**src/hdl/pic_pkg.sv**
```systemverilog
package pic_pkg;
    // ------------------------------------------------------------
    // Register addresses
    // ------------------------------------------------------------
    localparam logic [7:0] ADDR_PORT_A = 8'h05;
    localparam logic [7:0] ADDR_PORT_B = 8'h06;
    localparam logic [7:0] ADDR_OPEN_DRAIN = 8'h0C;
    localparam logic [7:0] ADDR_PULL_HIGH = 8'h0D;
    localparam logic [7:0] ADDR_IRQ_MASK = 8'h0E;
    localparam logic [7:0] ADDR_IRQ_FLAGS = 8'h0F;
    // ------------------------------------------------------------
    // Field positions
    // ------------------------------------------------------------
    localparam int BIT_TMR = 0;
    localparam int BIT_PBC = 1;
    localparam int BIT_EXT = 2;
    localparam int BIT_GLOBAL_EN = 7;
    localparam int OPT_PS_LO = 0;
    localparam int OPT_PS_OWNER = 3;
    localparam int OPT_SRC_EDGE = 4;
    localparam int OPT_CLK_SRC = 5;
    localparam int OPT_EDGE = 6;
    localparam int PIN_INPUT_ONLY = 3;
    localparam int PIN_COUNT_IN = 2;
    localparam int PIN_EXT_IRQ = 0;
    // ------------------------------------------------------------
    // Reset values and fixed read bits
    // ------------------------------------------------------------
    localparam logic [7:0] RST_OPTION = 8'hBF;
    localparam logic [7:0] RST_DIR = 8'hFF;
    localparam logic [7:0] RST_OPEN_DRAIN = 8'h00;
    localparam logic [7:0] RST_PULL_HIGH = 8'hFF;
    localparam logic [7:0] RST_MASK = 8'h00;
    localparam logic [7:0] MASK_ONES = 8'h78;
    localparam logic [7:0] MASK_STORED = 8'h87;
    localparam logic [7:0] FLAG_BITS = 8'h07;
    localparam logic [9:0] IRQ_VECTOR = 10'h008;
    // ------------------------------------------------------------
    // Core side request bundle
    // ------------------------------------------------------------
    typedef struct packed {
        logic rd;
        logic wr;
        logic [7:0] addr;
        logic [7:0] wdata;
    } pic_req_t;
endpackage : pic_pkg

```
**src/hdl/pic_port_irq.sv**
```systemverilog
`timescale 1ns/1ps
// Functional notes
// RULE1 - Open-drain bit set enables pin open-drain
// RULE2 - Bit 3 of both controls: plain storage
// RULE3 - Pull-high bits active low per pin
// RULE4 - Outputs never get weak pulls
// RULE5 - Open-drain matters only in output mode
// RULE6 - Mask bits 0,1,2,7; bits 6-3 read one
// RULE7 - Wake branches to vector only with global enable
// RULE8 - Taken interrupt clears global enable in hardware
// RULE9 - Return from interrupt sets global enable
// RULE10 - Flags bits 0-2, set by hardware, cleared by software
// RULE11 - External edge chosen by edge select bit
// RULE12 - Option load copies accumulator, bit7 unused
// RULE13 - Option resets ones except edge select
// RULE14 - Ratio code doubles; timer from 1:2, watchdog 1:1
// RULE15 - Assign bit one gives prescaler to watchdog
// RULE16 - Source edge one counts falling edges
// RULE17 - External count source forces pin 2 input
// RULE18 - Direction load copies accumulator; 1 means input
// RULE19 - Directions reset to all inputs
// RULE20 - Port A four pins, port B eight, pin 3 input only
// RULE21 - Interrupt pin select masks pin 0 change
// RULE22 - Alternate-function pins read as zero
// RULE23 - Port read shows pins, write sets latch
// RULE24 - Flags set regardless of mask; read ANDed with mask
// RULE25 - Disabled or output pins excluded from change detect
// RULE26 - Change compares against value latched at last access
module pic_port_irq #(
    parameter int PA_W = 4, // Port A pin count
    parameter int PB_W = 8 // Port B pin count
) (
    input wire logic clk_sys_i, // System clock
    input wire logic rst_i, // Async reset, active high
    input wire pic_pkg::pic_req_t req_i, // Register access from core
    output logic [7:0] rdata_o, // Registered read data
    input wire logic [7:0] acc_i, // Accumulator value
    input wire logic opt_load_i, // Option-load instruction
    input wire logic dir_load_i, // Direction-load instruction
    input wire logic dir_sel_b_i, // Direction target: 1 = port B
    input wire logic irq_return_i, // Return-from-interrupt instruction
    input wire logic sleep_i, // Core is asleep
    input wire logic timer_ovf_i, // Timer0 overflow pulse
    input wire logic [7:0] change_wake_enable_i, // Per-pin change enables
    input wire logic ext_interrupt_pin_select_i, // Pin 0 is interrupt input
    input wire logic [PA_W-1:0] alt_fn_a_i, // Alternate-function pins A
    input wire logic [PB_W-1:0] alt_fn_b_i, // Alternate-function pins B
    input wire logic [PA_W-1:0] pa_in_i, // Port A pin levels
    input wire logic [PB_W-1:0] pb_in_i, // Port B pin levels
    output logic [PA_W-1:0] pa_out_o, // Port A output value
    output logic [PA_W-1:0] pa_oe_o, // Port A output enable
    output logic [PB_W-1:0] pb_out_o, // Port B output value
    output logic [PB_W-1:0] pb_oe_o, // Port B output enable
    output logic [PB_W-1:0] pb_pull_high_o, // Port B weak pull-high on
    output logic [PA_W-1:0] pa_pd_allow_o, // Port A pull-down permitted
    output logic [PB_W-1:0] pb_pd_allow_o, // Port B pull-down permitted
    output logic irq_take_o, // Branch to vector pulse
    output logic [9:0] irq_vector_o, // Vector address
    output logic wake_o, // Wake-up request, held while asleep with an enabled flag pending
    output logic [7:0] option_o, // Option register contents
    output logic [8:0] tmr_ratio_o, // Timer0 divide ratio
    output logic [7:0] wdt_ratio_o, // Watchdog divide ratio
    output logic prescaler_to_wdt_o, // Prescaler assigned to watchdog
    output logic count_falling_o, // External count on falling edge
    output logic count_external_o // Timer0 counts external pin
);

    // ------------------------------------------------------------
    // Declarations
    // ------------------------------------------------------------
    logic [PA_W-1:0] pa_s1_q, pa_s2_q, pa_s3_q, pa_lvl_q;
    logic [PB_W-1:0] pb_s1_q, pb_s2_q, pb_s3_q, pb_lvl_q;
    logic [7:0] lat_a_q, lat_b_q, dir_a_q, dir_b_q;
    logic [7:0] open_drain_select_q, pull_high_select_q;
    logic [7:0] interrupt_mask_q, flags_q, option_q;
    logic [PB_W-1:0] pb_snap_q;
    logic ext_prev_q;
    logic [PB_W-1:0] pb_is_in, pb_change_en, pb_out_d, pb_oe_d;
    logic [PA_W-1:0] pa_oe_d;
    logic wr_mask, wr_flags, pb_access;
    logic ev_tmr, ev_pbc, ev_ext, ext_now;
    logic [7:0] ev_vec, pend;
    logic take, wake_d;
    logic [7:0] rd_d;

    assign wr_mask = req_i.wr && (req_i.addr == pic_pkg::ADDR_IRQ_MASK);
    assign wr_flags = req_i.wr && (req_i.addr == pic_pkg::ADDR_IRQ_FLAGS);
    assign pb_access = (req_i.wr || req_i.rd) && (req_i.addr == pic_pkg::ADDR_PORT_B);

    // ------------------------------------------------------------
    // Pin synchronisers: three stages, accept when last two agree
    // ------------------------------------------------------------
    always_ff @(posedge clk_sys_i or posedge rst_i) begin
        if (rst_i) begin
            pa_s1_q <= '0;
            pa_s2_q <= '0;
            pa_s3_q <= '0;
            pb_s1_q <= '0;
            pb_s2_q <= '0;
            pb_s3_q <= '0;
        end else begin
            pa_s1_q <= pa_in_i;
            pa_s2_q <= pa_s1_q;
            pa_s3_q <= pa_s2_q;
            pb_s1_q <= pb_in_i;
            pb_s2_q <= pb_s1_q;
            pb_s3_q <= pb_s2_q;
        end
    end

    // Filtered levels update only where stages agree
    always_ff @(posedge clk_sys_i or posedge rst_i) begin
        if (rst_i) begin
            pa_lvl_q <= '0;
            pb_lvl_q <= '0;
        end else begin
            pa_lvl_q <= (pa_s2_q & pa_s3_q) | (pa_lvl_q & (pa_s2_q ^ pa_s3_q));
            pb_lvl_q <= (pb_s2_q & pb_s3_q) | (pb_lvl_q & (pb_s2_q ^ pb_s3_q));
        end
    end

    // ------------------------------------------------------------
    // Port latches and pin control registers
    // ------------------------------------------------------------
    always_ff @(posedge clk_sys_i or posedge rst_i) begin
        if (rst_i) begin
            lat_a_q <= '0;
            lat_b_q <= '0;
            open_drain_select_q <= pic_pkg::RST_OPEN_DRAIN;
            pull_high_select_q <= pic_pkg::RST_PULL_HIGH;
        end else if (req_i.wr) begin
            unique case (req_i.addr)
                pic_pkg::ADDR_PORT_A: lat_a_q <= req_i.wdata; // RULE23
                pic_pkg::ADDR_PORT_B: lat_b_q <= req_i.wdata; // RULE23
                pic_pkg::ADDR_OPEN_DRAIN: open_drain_select_q <= req_i.wdata; // RULE1 RULE2
                pic_pkg::ADDR_PULL_HIGH: pull_high_select_q <= req_i.wdata; // RULE3 RULE2
                default: begin
                end
            endcase
        end
    end

    // Direction registers loaded by direction-load instruction
    always_ff @(posedge clk_sys_i or posedge rst_i) begin
        if (rst_i) begin
            dir_a_q <= pic_pkg::RST_DIR; // RULE19
            dir_b_q <= pic_pkg::RST_DIR; // RULE19
        end else if (dir_load_i) begin
            if (dir_sel_b_i) begin
                dir_b_q <= acc_i; // RULE18
            end else begin
                dir_a_q <= acc_i; // RULE18
            end
        end
    end

    // Option register loaded by option-load instruction
    always_ff @(posedge clk_sys_i or posedge rst_i) begin
        if (rst_i) begin
            option_q <= pic_pkg::RST_OPTION; // RULE13
        end else if (opt_load_i) begin
            option_q <= acc_i; // RULE12
        end
    end

    // ------------------------------------------------------------
    // Pin driver decisions, one per port B pin
    // ------------------------------------------------------------
    genvar gi;
    generate
        for (gi = 0; gi < PB_W; gi++) begin : g_pb
            if (gi == pic_pkg::PIN_INPUT_ONLY) begin : g_in_only
                assign pb_is_in[gi] = 1'b1; // RULE20
            end else if (gi == pic_pkg::PIN_COUNT_IN) begin : g_cnt
                assign pb_is_in[gi] = dir_b_q[gi] || option_q[pic_pkg::OPT_CLK_SRC]; // RULE17
            end else begin : g_norm
                assign pb_is_in[gi] = dir_b_q[gi]; // RULE18
            end
            // Open-drain: drive only lows; input mode always floats
            assign pb_oe_d[gi] = !pb_is_in[gi] &&
                (!open_drain_select_q[gi] || !lat_b_q[gi]); // RULE1 RULE5
            assign pb_out_d[gi] = lat_b_q[gi];
            assign pb_change_en[gi] = change_wake_enable_i[gi] && pb_is_in[gi] &&
                !(gi == pic_pkg::PIN_EXT_IRQ && ext_interrupt_pin_select_i); // RULE25 RULE21
        end
    endgenerate
    assign pa_oe_d = ~dir_a_q[PA_W-1:0];

    // Registered pin outputs, weak pulls dropped in output mode
    always_ff @(posedge clk_sys_i or posedge rst_i) begin
        if (rst_i) begin
            pa_out_o <= '0;
            pa_oe_o <= '0;
            pb_out_o <= '0;
            pb_oe_o <= '0;
            pb_pull_high_o <= '0;
            pa_pd_allow_o <= '0;
            pb_pd_allow_o <= '0;
        end else begin
            pa_out_o <= lat_a_q[PA_W-1:0];
            pa_oe_o <= pa_oe_d;
            pb_out_o <= pb_out_d;
            pb_oe_o <= pb_oe_d;
            pb_pull_high_o <= ~pull_high_select_q[PB_W-1:0] & pb_is_in &
                ~(8'(1) << pic_pkg::PIN_INPUT_ONLY); // RULE3 RULE4 RULE2
            pa_pd_allow_o <= ~pa_oe_d; // RULE4
            pb_pd_allow_o <= pb_is_in; // RULE4
        end
    end

    // ------------------------------------------------------------
    // Interrupt events
    // ------------------------------------------------------------
    assign ext_now = pb_lvl_q[pic_pkg::PIN_EXT_IRQ];
    assign ev_ext = ext_interrupt_pin_select_i && (option_q[pic_pkg::OPT_EDGE] ?
        (ext_now && !ext_prev_q) : (!ext_now && ext_prev_q)); // RULE11
    assign ev_pbc = |((pb_lvl_q ^ pb_snap_q) & pb_change_en); // RULE26
    assign ev_tmr = timer_ovf_i;
    assign ev_vec = {5'h00, ev_ext, ev_pbc, ev_tmr};

    // Edge history and change snapshot taken at port B access
    always_ff @(posedge clk_sys_i or posedge rst_i) begin
        if (rst_i) begin
            ext_prev_q <= 1'b0;
            pb_snap_q <= '0;
        end else begin
            ext_prev_q <= ext_now;
            if (pb_access) begin
                pb_snap_q <= pb_lvl_q; // RULE26
            end
        end
    end

    // Sticky flags: set beats software clear
    always_ff @(posedge clk_sys_i or posedge rst_i) begin
        if (rst_i) begin
            flags_q <= '0;
        end else if (wr_flags) begin
            flags_q <= (req_i.wdata & flags_q & pic_pkg::FLAG_BITS) | ev_vec; // RULE10
        end else begin
            flags_q <= flags_q | ev_vec; // RULE24 RULE10
        end
    end

    // Pending enabled interrupts and branch decision
    assign pend = flags_q & interrupt_mask_q & pic_pkg::FLAG_BITS;
    assign take = interrupt_mask_q[pic_pkg::BIT_GLOBAL_EN] && (|pend); // RULE8 RULE7
    assign wake_d = sleep_i && (|pend);

    // Mask register with hardware global-enable control
    always_ff @(posedge clk_sys_i or posedge rst_i) begin
        if (rst_i) begin
            interrupt_mask_q <= pic_pkg::RST_MASK;
        end else begin
            if (wr_mask) begin
                interrupt_mask_q <= req_i.wdata & pic_pkg::MASK_STORED; // RULE6
            end
            if (irq_return_i) begin
                interrupt_mask_q[pic_pkg::BIT_GLOBAL_EN] <= 1'b1; // RULE9
            end
            if (take) begin
                interrupt_mask_q[pic_pkg::BIT_GLOBAL_EN] <= 1'b0; // RULE8
            end
        end
    end

    // Branch pulse and wake level
    always_ff @(posedge clk_sys_i or posedge rst_i) begin
        if (rst_i) begin
            irq_take_o <= 1'b0;
            wake_o <= 1'b0;
            irq_vector_o <= pic_pkg::IRQ_VECTOR;
        end else begin
            irq_take_o <= take; // RULE7
            wake_o <= wake_d; // RULE7
            irq_vector_o <= pic_pkg::IRQ_VECTOR;
        end
    end

    // ------------------------------------------------------------
    // Read mux
    // ------------------------------------------------------------
    always_comb begin
        rd_d = 8'h00;
        unique case (req_i.addr)
            pic_pkg::ADDR_PORT_A: rd_d = {lat_a_q[7:PA_W],
                pa_lvl_q & ~alt_fn_a_i}; // RULE23 RULE22
            pic_pkg::ADDR_PORT_B: rd_d = pb_lvl_q & ~alt_fn_b_i; // RULE23 RULE22
            pic_pkg::ADDR_OPEN_DRAIN: rd_d = open_drain_select_q;
            pic_pkg::ADDR_PULL_HIGH: rd_d = pull_high_select_q;
            pic_pkg::ADDR_IRQ_MASK: rd_d = interrupt_mask_q | pic_pkg::MASK_ONES; // RULE6
            pic_pkg::ADDR_IRQ_FLAGS: rd_d = flags_q & interrupt_mask_q &
                pic_pkg::FLAG_BITS; // RULE24 RULE10
            default: rd_d = 8'h00;
        endcase
    end

    // Registered read data
    always_ff @(posedge clk_sys_i or posedge rst_i) begin
        if (rst_i) begin
            rdata_o <= 8'h00;
        end else if (req_i.rd) begin
            rdata_o <= rd_d;
        end
    end

    // ------------------------------------------------------------
    // Option decode for timer and prescaler
    // ------------------------------------------------------------
    always_ff @(posedge clk_sys_i or posedge rst_i) begin
        if (rst_i) begin
            option_o <= pic_pkg::RST_OPTION;
            tmr_ratio_o <= 9'h100;
            wdt_ratio_o <= 8'h80;
            prescaler_to_wdt_o <= 1'b1;
            count_falling_o <= 1'b1;
            count_external_o <= 1'b1;
        end else begin
            option_o <= option_q;
            tmr_ratio_o <= 9'h002 << option_q[pic_pkg::OPT_PS_LO +: 3]; // RULE14
            wdt_ratio_o <= 8'h01 << option_q[pic_pkg::OPT_PS_LO +: 3]; // RULE14
            prescaler_to_wdt_o <= option_q[pic_pkg::OPT_PS_OWNER]; // RULE15
            count_falling_o <= option_q[pic_pkg::OPT_SRC_EDGE]; // RULE16
            count_external_o <= option_q[pic_pkg::OPT_CLK_SRC]; // RULE17
        end
    end

endmodule // pic_port_irq

```
**config.mk**
```make
export PLATFORM = sky130hd
export DESIGN_NAME = pic_port_irq
export DESIGN_NICKNAME = d
export VERILOG_FILES = /design/src/hdl/pic_pkg.sv /design/src/hdl/pic_port_irq.sv
export SDC_FILE = /design/constraint.sdc
export NUM_CORES = 1
export LEC_CHECK = 0
export ABC_AREA = 0
export BUFFER_PORTS_ARGS = -buffer_cell sky130_fd_sc_hd__buf_2
export CORE_ASPECT_RATIO = 0.75
export CORE_MARGIN = 5
export CORE_UTILIZATION = 40
export CTS_CLUSTER_SIZE = 28
export DETAILED_ROUTE_END_ITERATION = 10
export GPL_TIMING_DRIVEN = 0
export PLACE_DENSITY = 0.64
export SLEW_MARGIN = 25
export SYNTH_ARGS = -nofsm -noshare
export SYNTH_HDL_FRONTEND = slang
export SYNTH_SLANG_ARGS = --single-unit
```
**constraint.sdc**
```tcl
create_clock -name clk_sys_i -period 7.8 [get_ports clk_sys_i]
set_input_delay 1.56 -clock clk_sys_i [delete_from_list [all_inputs] [get_ports clk_sys_i]]
set_output_delay 1.56 -clock clk_sys_i [all_outputs]
set_load 0.05 [all_outputs]
```
### Word level (Yosys, flattened, before mapping)

Cells that the tools add are included.

| word-level totals | value |
|---|---|
| register bits after elaboration | 201 |
| output and inout port bits | 92 |
| logic and storage cells | 138 |

| operators by class | value |
|---|---|
| equality and inequality tests | 6 |
| shifts and indexed selects | 2 |
| muxes and demuxes | 6 |
| bitwise gates (word level) | 23 |
| reduce and logical (&&, ||, !) cells | 65 |

Operators by type and width:

| operator | number |
|---|---|
| 8-bit one-hot mux with 6 select lines | 1 |
| 8-bit AND | 5 |
| 8-bit by 4-bit equality test with 1-bit output (second input constant) | 4 |
| 1-bit logical NOT | 24 |
| 1-bit logical AND | 23 |
| 8-bit by 3-bit equality test with 1-bit output (second input constant) | 2 |
| 8-bit two-way mux | 2 |
| 8-bit inverter | 2 |
| 8-bit bitwise XOR | 2 |
| 4-bit AND | 3 |
| 4-bit inverter | 3 |
| 2-bit AND reduction | 6 |
| 1-bit logical OR | 9 |
| 2-bit by 3-bit left shift with 9-bit output (first input constant) | 1 |
| 8-bit by 3-bit OR with 8-bit output | 1 |
| 8-bit OR | 1 |
| 8-bit OR reduction | 1 |
| 1-bit by 3-bit left shift with 8-bit output (first input constant) | 1 |
| 3-bit AND | 2 |
| 4-bit OR | 1 |
| 4-bit bitwise XOR | 1 |
| 1-bit two-way mux | 3 |
| 3-bit OR | 1 |
| 3-bit nonzero test | 1 |
| other kinds (2) | 2 |

### Logic depth before layout (Yosys ltp)

Gate-level depths: netlist of the first run.

| logic depth | value |
|---|---|
| word-level depth | 6 |
| depth in mapped cells | 6 |
| gate-level depth less buffers | 4 |

### Least setup slack after synthesis of the first run

OpenSTA, ideal clock, no wires.

| timing | value |
|---|---|
| path type | input-to-reg |
| start | input req_i[13] in the netlist's numbering |
| end | register pb_snap_q[0] |
| setup time | 0.125 ns |
| data arrival time | 2.810 ns |
| required time | 7.675 ns |
| path slack | 4.866 ns |
| stages | 5 |
| cells stage by stage | or3b_4 > nor4_4 > o211a_1 > buf_4 > mux2_2 |

| on the way | value |
|---|---|
| longest elaborated chain between the ends | 2 |

Ends and longest elaborated chain:

| element | RTL line | RTL |
|---|---|---|
| start: declaration | pic_port_irq.sv:35 | `input wire pic_pkg::pic_req_t req_i,` |
| 8-bit by 3-bit equality test with 1-bit output | pic_port_irq.sv:88 | `assign pb_access = (req_i.wr \|\| req_i.rd) && (req_i.addr == pic_pkg::ADDR_PORT_B);` |
| 1-bit logical AND | pic_port_irq.sv:88 |  |
| end signal: assignment | pic_port_irq.sv:229 | `pb_snap_q <= pb_lvl_q;` |
| end: declaration | pic_port_irq.sv:76 | `logic [PB_W-1:0] pb_snap_q;` |

Every way passes these cells.
A chain may end at the register's enable or synchronous reset.

### Final worst setup path of the first run

| timing | value |
|---|---|
| start | register option_o[5] |
| end | output option_o[5] |

RTL lines:

| element | RTL line | RTL |
|---|---|---|
| start: declaration | pic_port_irq.sv:60 | `output logic [7:0] option_o,` |
| start signal: assignment | pic_port_irq.sv:312 | `option_o <= pic_pkg::RST_OPTION;` |
| start signal: assignment | pic_port_irq.sv:319 | `option_o <= option_q;` |

No word-level cell between the ends.

==> qor.txt, run 1 <==
H-tree level count: 4
routed length per placed instance: 17.38 µm
share of async-settable or async-resettable flops after synthesis: 100.0%
clock root buffer master: sky130_fd_sc_hd__clkbuf_16
endpoints failing hold: 0
global-route wire length before repair: 23910 µm
final weighted congestion in routability-driven placement: 0.7841
endpoint type of the worst setup path: primary output
P&R area growth vs syn: 25.05%
number of detailed-routing iterations run before antenna repair: 4
Initial DRC Count: 230
CP max stage delay: 0.53 ns
final layout net count: 713
static leakage power: 4.254 nW
ordered list of cells on the worst path: buf_4 > buf_2
Die X-Extent: 160.5 µm
clock slew at the register clock pins of the worst setup and hold paths: 0.07 ns
synthesized area per cell: 14.81 µm²
unrepaired setup endpoints after global routing: false
total chip power: 2.311 mW
placed instance count: 830
quantity of hold-fixing buffers added after cts: 0
CP max-delay cell: sky130_fd_sc_hd__dfstp_2
number of clock sinks: 183
shortest clock period the worst path allows after layout: 2.849 ns
Post-synth EDFFs: 0
highest clock rate: 351.0 MHz
sequential fraction of the synthesis area: 67.98%
count of filler cells inserted in the layout: 1485
core region area: 0.01677 mm²
combined area of all synthesized cells: 0.006799 mm²
vias in the first global route: 4328
total power density per cell area: 271.8 mW/mm²
largest net degree at the start of global routing: 69
transition at the pin with the smallest max-transition slack: 0.7210 ns
post-route DRC violation count: 0
global-route usage over all layers: 15.85%
IO Count: 159
via/cell ratio: 4.733
data arrival time of the worst path: 1.29 ns
number of clock buffers inserted by TritonCTS: 17
Antenna Nets Post-Route: 0
die area: 0.01973 mm²
clock tree from TritonCTS: done
num rows: 41
GRT overflow: 0
post-synthesis cell type count: 47
required time of the critical path: 6.24 ns
number of setup buffers added after CTS: 0
crit start category: flip-flop
setup skew after layout: 0.01420 ns
PostCTS Resize Cnt: 0
total half-perimeter wirelength after legalization and detailed placement: 11070 µm
vertical die dimension: 122.9 µm
# port buffers: 142
effective utilization at floorplan: 40.53%
final cycle utilization of the critical path: 36.53%
outcome: finished clean
highest net fanout along the worst path: 2
buffers from clock root to sink, at most: 2
max-capacitance violation count: 0
Peak supply drop: 148.9 µV
final number of max-transition violations: 0
number of standard cells in the final layout excluding fillers: 864
class of the tightest hold or removal check: reg2reg
Crit Path Class: reg2out
relative max-transition margin: 51.86%
latest clock arrival within the worst-skew pair: 0.43 ns
wirelength, routed: 15010 µm
Finish-stage setup viols: 0
instance count of the mapped netlist: 459
routed via count: 4089
Synth Flop Type: sky130_fd_sc_hd__dfrtp_1
initial antenna violation count: 2
total of flip-flops plus latches after synthesis: 183
Synth Warn #: 0
proportion of layout cells with a drive suffix above 1: 48.53%
cells in the final DEF, fill, tap and decap left out, types with 6 or more instances in the layout:
master,n
sky130_fd_sc_hd__inv_6,6
sky130_fd_sc_hd__inv_1,21
sky130_fd_sc_hd__dfrtp_1,149
sky130_fd_sc_hd__clkbuf_1,8
sky130_fd_sc_hd__nor3_1,6
sky130_fd_sc_hd__conb_1,14
sky130_fd_sc_hd__buf_4,26
sky130_fd_sc_hd__xor2_1,7
sky130_fd_sc_hd__a21oi_1,12
sky130_fd_sc_hd__nand2_1,8
sky130_fd_sc_hd__ha_1,12
sky130_fd_sc_hd__dfstp_2,34
sky130_fd_sc_hd__mux2_2,65
sky130_fd_sc_hd__clkbuf_16,17
sky130_fd_sc_hd__buf_2,145
sky130_fd_sc_hd__nor3b_1,9
sky130_fd_sc_hd__nor2b_1,15
sky130_fd_sc_hd__a21o_1,12
critical path: cells and delay by family (launching register included):
kind / cells / cell delay [ns]
buf+inv: 2 / 0.33
flops: 1 / 0.53
synthesized netlist by cell type, types with 4 or more instances:
library cell	number	area (µm²)
sky130_fd_sc_hd__nand2_1	8	30.03
sky130_fd_sc_hd__mux2i_1	4	40.04
sky130_fd_sc_hd__clkbuf_1	8	30.03
sky130_fd_sc_hd__ha_1	12	150.1
sky130_fd_sc_hd__o21ai_0	4	20.02
sky130_fd_sc_hd__mux2_2	65	732.0
sky130_fd_sc_hd__a221oi_1	4	35.03
sky130_fd_sc_hd__inv_1	22	82.58
sky130_fd_sc_hd__o22ai_1	4	25.02
sky130_fd_sc_hd__nor2b_1	15	93.84
sky130_fd_sc_hd__a21oi_1	12	60.06
sky130_fd_sc_hd__o32ai_1	4	35.03
sky130_fd_sc_hd__a21o_1	12	90.09
sky130_fd_sc_hd__dfrtp_1	149	3729
sky130_fd_sc_hd__dfstp_2	34	893.4
sky130_fd_sc_hd__nor3_1	6	30.03
sky130_fd_sc_hd__buf_4	26	195.2
sky130_fd_sc_hd__nand3_1	5	25.02
sky130_fd_sc_hd__nor2_1	5	18.77
sky130_fd_sc_hd__xor2_1	7	61.31
sky130_fd_sc_hd__nor3b_1	9	67.56
cell families (layout without fill, tap and decap cells):
| logic type | count (synthesis) | count (layout) | share of synthesized area (%) |
|---|---|---|---|
| and+or+nand+nor | 69 | 69 | 6.478 |
| DFF | 183 | 183 | 67.98 |
| buffers and inverters | 59 | 235 | 4.748 |
| adders and majority gates | 12 | 12 | 2.208 |
| other | 2 | 16 | 0.1105 |
| AOI/OAI and AO/OA | 57 | 57 | 6.091 |
| muxes | 69 | 69 | 11.35 |
| xor gates and xnor gates | 8 | 8 | 1.031 |
path summary, 6_finish.rpt:
kind                                              startpoint                                end  slack [ns]  depth (start not counted)
hold reg to reg                         pa_s1_q[3]$_DFF_PP0_               pa_s2_q[3]$_DFF_PP0_        0.35                          0
setup reg to reg           pull_high_select_q[0]$_DFFE_PP1P_             rdata_o[0]$_DFFE_PP0P_        6.40                          4
max in group asynchronous                              rst_i  pull_high_select_q[1]$_DFFE_PP1P_        5.65                          4
hold / removal                          pa_s1_q[3]$_DFF_PP0_               pa_s2_q[3]$_DFF_PP0_        0.35                          0
setup / recovery                       option_o[5]$_DFF_PP1_                        option_o[5]        4.95                          2
min in group asynchronous                              rst_i         pb_pd_allow_o[3]$_DFF_PP0_        1.13                          2
layer usage:
metal,GRT usage [%],routed length [µm],vias up
li1,-,-,1918
met2,23.68,6704,116
met4,3.923,187,2
met1,21.91,6964,2033
met5,0,11,-
met3,6.265,1144,20
layout make-up:
cell class	count	area [µm²]	area share, %
clock buffer	19	452.9	5.327
tap	215	269.0	3.164
timing repair buffer	144	765.7	9.007
clock inverter	13	157.7	1.854
antenna	2	5.005	0.05887
inverter	22	90.09	1.060
multi-input combinational	229	1899	22.34
buffer	37	240.2	2.826
sequential	183	4622	54.36
power breakdown:
part	switching (mW)	total (mW)	internal [mW]	leakage [nW]
Clock	0.381	0.881	0.499	0.298
Sequential	0.0448	1.08	1.04	2.22
Combinational	0.245	0.347	0.102	1.73
Total	0.671	2.31	1.64	4.25
per-stage QoR:
step	util [%]	instance area [µm²]	TNS (ns)	worst slack (ns)	hold slack (ns)
finish	50.68	8502	0	4.951	0.3484
detailed placement	47.01	7886	0	4.588	0.3347
global route	50.67	8499	0	4.897	0.3563
CTS	50.65	8497	0	4.916	0.3514
global placement	46.64	7824	-57.76	-0.4031	0.3311
floorplan	-	6844	0	1.324	0.3312
(Power assumes the default switching activity.)
==> inputs of run 2 (changes only) <==
--- a/config.mk
+++ b/config.mk
@@ -13,7 +13,7 @@
 export CTS_CLUSTER_SIZE = 28
 export DETAILED_ROUTE_END_ITERATION = 10
 export GPL_TIMING_DRIVEN = 0
-export PLACE_DENSITY = 0.64
+export PLACE_DENSITY = 0.67
 export SLEW_MARGIN = 25
 export SYNTH_ARGS = -nofsm -noshare
 export SYNTH_HDL_FRONTEND = slang
==> constraint.sdc (replaced) <==
create_clock -name clk_sys_i -period 2.3 [get_ports clk_sys_i]
set_input_delay 0.46 -clock clk_sys_i [delete_from_list [all_inputs] [get_ports clk_sys_i]]
set_output_delay 0.46 -clock clk_sys_i [all_outputs]
set_load 0.05 [all_outputs]
==> run 2 against run 1 <==
Effect of this change: clock power rose to 3.4 times the previous value; largest power group unchanged; combinational power grew to 3.4 times the previous value; routed wire length shrank 1.4%; critical endpoint is now wdt_ratio_o[7]; utilization grew 0.30 points.
==> qor.txt, run 2 (synthesized netlist as in run 1, its figures left out) <==
outcome: finished clean
max-capacitance violation count: 0 (unchanged)
vias in the first global route: 4410 (+1.9%)
crit start category: flip-flop
buffers from clock root to sink, at most: 2 (unchanged)
initial antenna violation count: 5 (+3)
cell depth of the worst flop-to-flop path: 4 (unchanged)
global-route wire length before repair: 23500 µm (-1.7%)
shortest clock period the worst path allows after layout: 1.744 ns
class of the tightest hold or removal check: in2async
proportion of layout cells with a drive suffix above 1: 48.54% (about the same)
required time of the critical path: 1.84 ns (-4.40 ns)
setup skew after layout: 0.01083 ns (-0.003374 ns)
Initial DRC Count: 225 (-2.2%)
final number of max-transition violations: 0 (unchanged)
post-route DRC violation count: 0 (unchanged)
GR Util met1: 20.16% (-1.8 points)
met2 Resource Use GR: 23.50% (-0.18 points)
slack of the worst reg-to-reg path: 0.83 ns (-5.57 ns)
most common cell after layout, fill and taps aside: sky130_fd_sc_hd__dfrtp_1
endpoints failing hold: 0 (unchanged)
quantity of hold-fixing buffers added after cts: 0 (unchanged)
core region area: 0.01677 mm² (unchanged)
effective utilization at floorplan: 40.53% (unchanged)
via/cell ratio: 4.752 (+0.40%)
die area: 0.01973 mm² (unchanged)
# port buffers: 142 (unchanged)
number of clock buffers inserted by TritonCTS: 17 (unchanged)
Worst Setup SP: tmr_ratio_o[8]$_DFF_PP1_
unrepaired setup endpoints after global routing: false
clock slew at the register clock pins of the worst setup and hold paths: 0.07 ns (about the same)
CP max stage delay: 0.53 ns (about the same)
clock tree from TritonCTS: done
Antenna Nets Post-Route: 0 (unchanged)
layer with the highest usage: met2
largest net degree at the start of global routing: 38 (-45%)
Finish-stage setup viols: 0 (unchanged)
final layout net count: 716 (+0.42%)
routed via count: 4115 (+0.64%)
r2r endpoint: rdata_o[1]$_DFFE_PP0P_
GRT overflow: 0 (unchanged)
number of standard cells in the final layout excluding fillers: 866 (+0.23%)
termination of the worst setup path: wdt_ratio_o[7]
total power density per cell area: 921.4 mW/mm² (+240%)
worst r2r src: pull_high_select_q[1]$_DFFE_PP1P_
most frequent cells in the layout: 149 x sky130_fd_sc_hd__dfrtp_1, 145 x sky130_fd_sc_hd__buf_2, 65 x sky130_fd_sc_hd__mux2_2, 34 x sky130_fd_sc_hd__dfstp_2, 26 x sky130_fd_sc_hd__buf_4
data arrival time of the worst path: 1.28 ns (about the same)
Crit Path Class: reg2out
IO Count: 159 (unchanged)
H-tree level count: 4 (unchanged)
latest clock arrival within the worst-skew pair: 0.42 ns (about the same)
routed length per placed instance: 17.09 µm (-1.6%)
num rows: 41 (unchanged)
number of setup buffers added after CTS: 0 (unchanged)
buffers and inverters on the worst path: 2 (unchanged)
number of clock sinks: 183 (unchanged)
clock root buffer master: sky130_fd_sc_hd__clkbuf_16
global-route usage over all layers: 15.44% (-0.41 points)
count of filler cells inserted in the layout: 1445 (-2.7%)
CP max-delay cell: sky130_fd_sc_hd__dfstp_2
highest clock rate: 573.3 MHz
ordered list of cells on the worst path: buf_4 > buf_2
highest net fanout along the worst path: 2 (unchanged)
placed instance count: 833 (+0.36%)
number of detailed-routing iterations run before antenna repair: 4 (unchanged)
relative max-transition margin: 58.83% (+7.0 points)
static leakage power: 4.260 nW (+0.13%)
PostCTS Resize Cnt: 0 (unchanged)
wirelength, routed: 14800 µm (-1.4%)
total half-perimeter wirelength after legalization and detailed placement: 11230 µm (+1.5%)
final weighted congestion in routability-driven placement: 0.8054 (+2.7%)
endpoint type of the worst setup path: primary output
final worst hold slack: 0.08269 ns (-0.2657 ns)
Peak supply drop: 455.2 µV (+210%)
total chip power: 7.879 mW (+240%)
P&R area growth vs syn: 25.78%
CP top delay family: flip-flops
final cycle utilization of the critical path: 75.83%
GR Util met3: 5.565% (-0.70 points)
vertical die dimension: 122.9 µm (unchanged)
setup total negative slack: 0 ns (unchanged)
stages on the worst setup path: 2 (unchanged)
Die X-Extent: 160.5 µm (unchanged)
transition at the pin with the smallest max-transition slack: 0.6166 ns (-0.1043 ns)
final core utilization: 50.98% (+0.30 points)
## run 2: routing by layer
layer / wire length [µm] / vias to the layer above
met2: 6724 / 123
met3: 1285 / 28
met1: 6475 / 2034
met5: 39 / -
met4: 274 / 6
li1: - / 1924
## run 2: power by group
part,internal (mW),switching (mW)
logic,0.353,0.833
clock network,1.84,1.18
registers,3.52,0.149
total,5.72,2.16
## run 2: cell type report
class                      count  area [µm²]  area share (%)
sequential                   183        4622           54.05
buffer                        37       240.2           2.809
clock buffer                  19       442.9           5.179
multi-input combinational    229        1899           22.21
timing repair buffer         147       810.8           9.481
tap                          215       269.0           3.146
inverter                      22       86.33           1.010
antenna                        2       5.005         0.05852
clock inverter                12       176.4           2.063
## run 2: per-stage QoR
| stage | setup WS (ns) | area, µm² |
|---|---|---|
| 2_1_floorplan | -0.4828 | 6848 |
| 3_3_place_gp | -1.418 | 7828 |
| 3_5_place_dp | 0.1827 | 7928 |
| 4_1_cts | 0.5333 | 8547 |
| 5_1_grt | 0.5069 | 8552 |
| 6_report | 0.5558 | 8552 |
## run 2: how the worst min path moves through the flow
stage	to	startpoint	slack, ns
after floorplan	pa_s2_q[0]$_DFF_PP0_	pa_s1_q[0]$_DFF_PP0_	0.33
after global placement	pa_s2_q[1]$_DFF_PP0_	pa_s1_q[1]$_DFF_PP0_	0.33
after detailed placement	pa_s2_q[0]$_DFF_PP0_	pa_s1_q[0]$_DFF_PP0_	0.33
after CTS	open_drain_select_q[3]$_DFFE_PP0P_	rst_i	0.08
after global routing	open_drain_select_q[3]$_DFFE_PP0P_	rst_i	0.11
final	pa_out_o[2]$_DFF_PP0_	rst_i	0.08
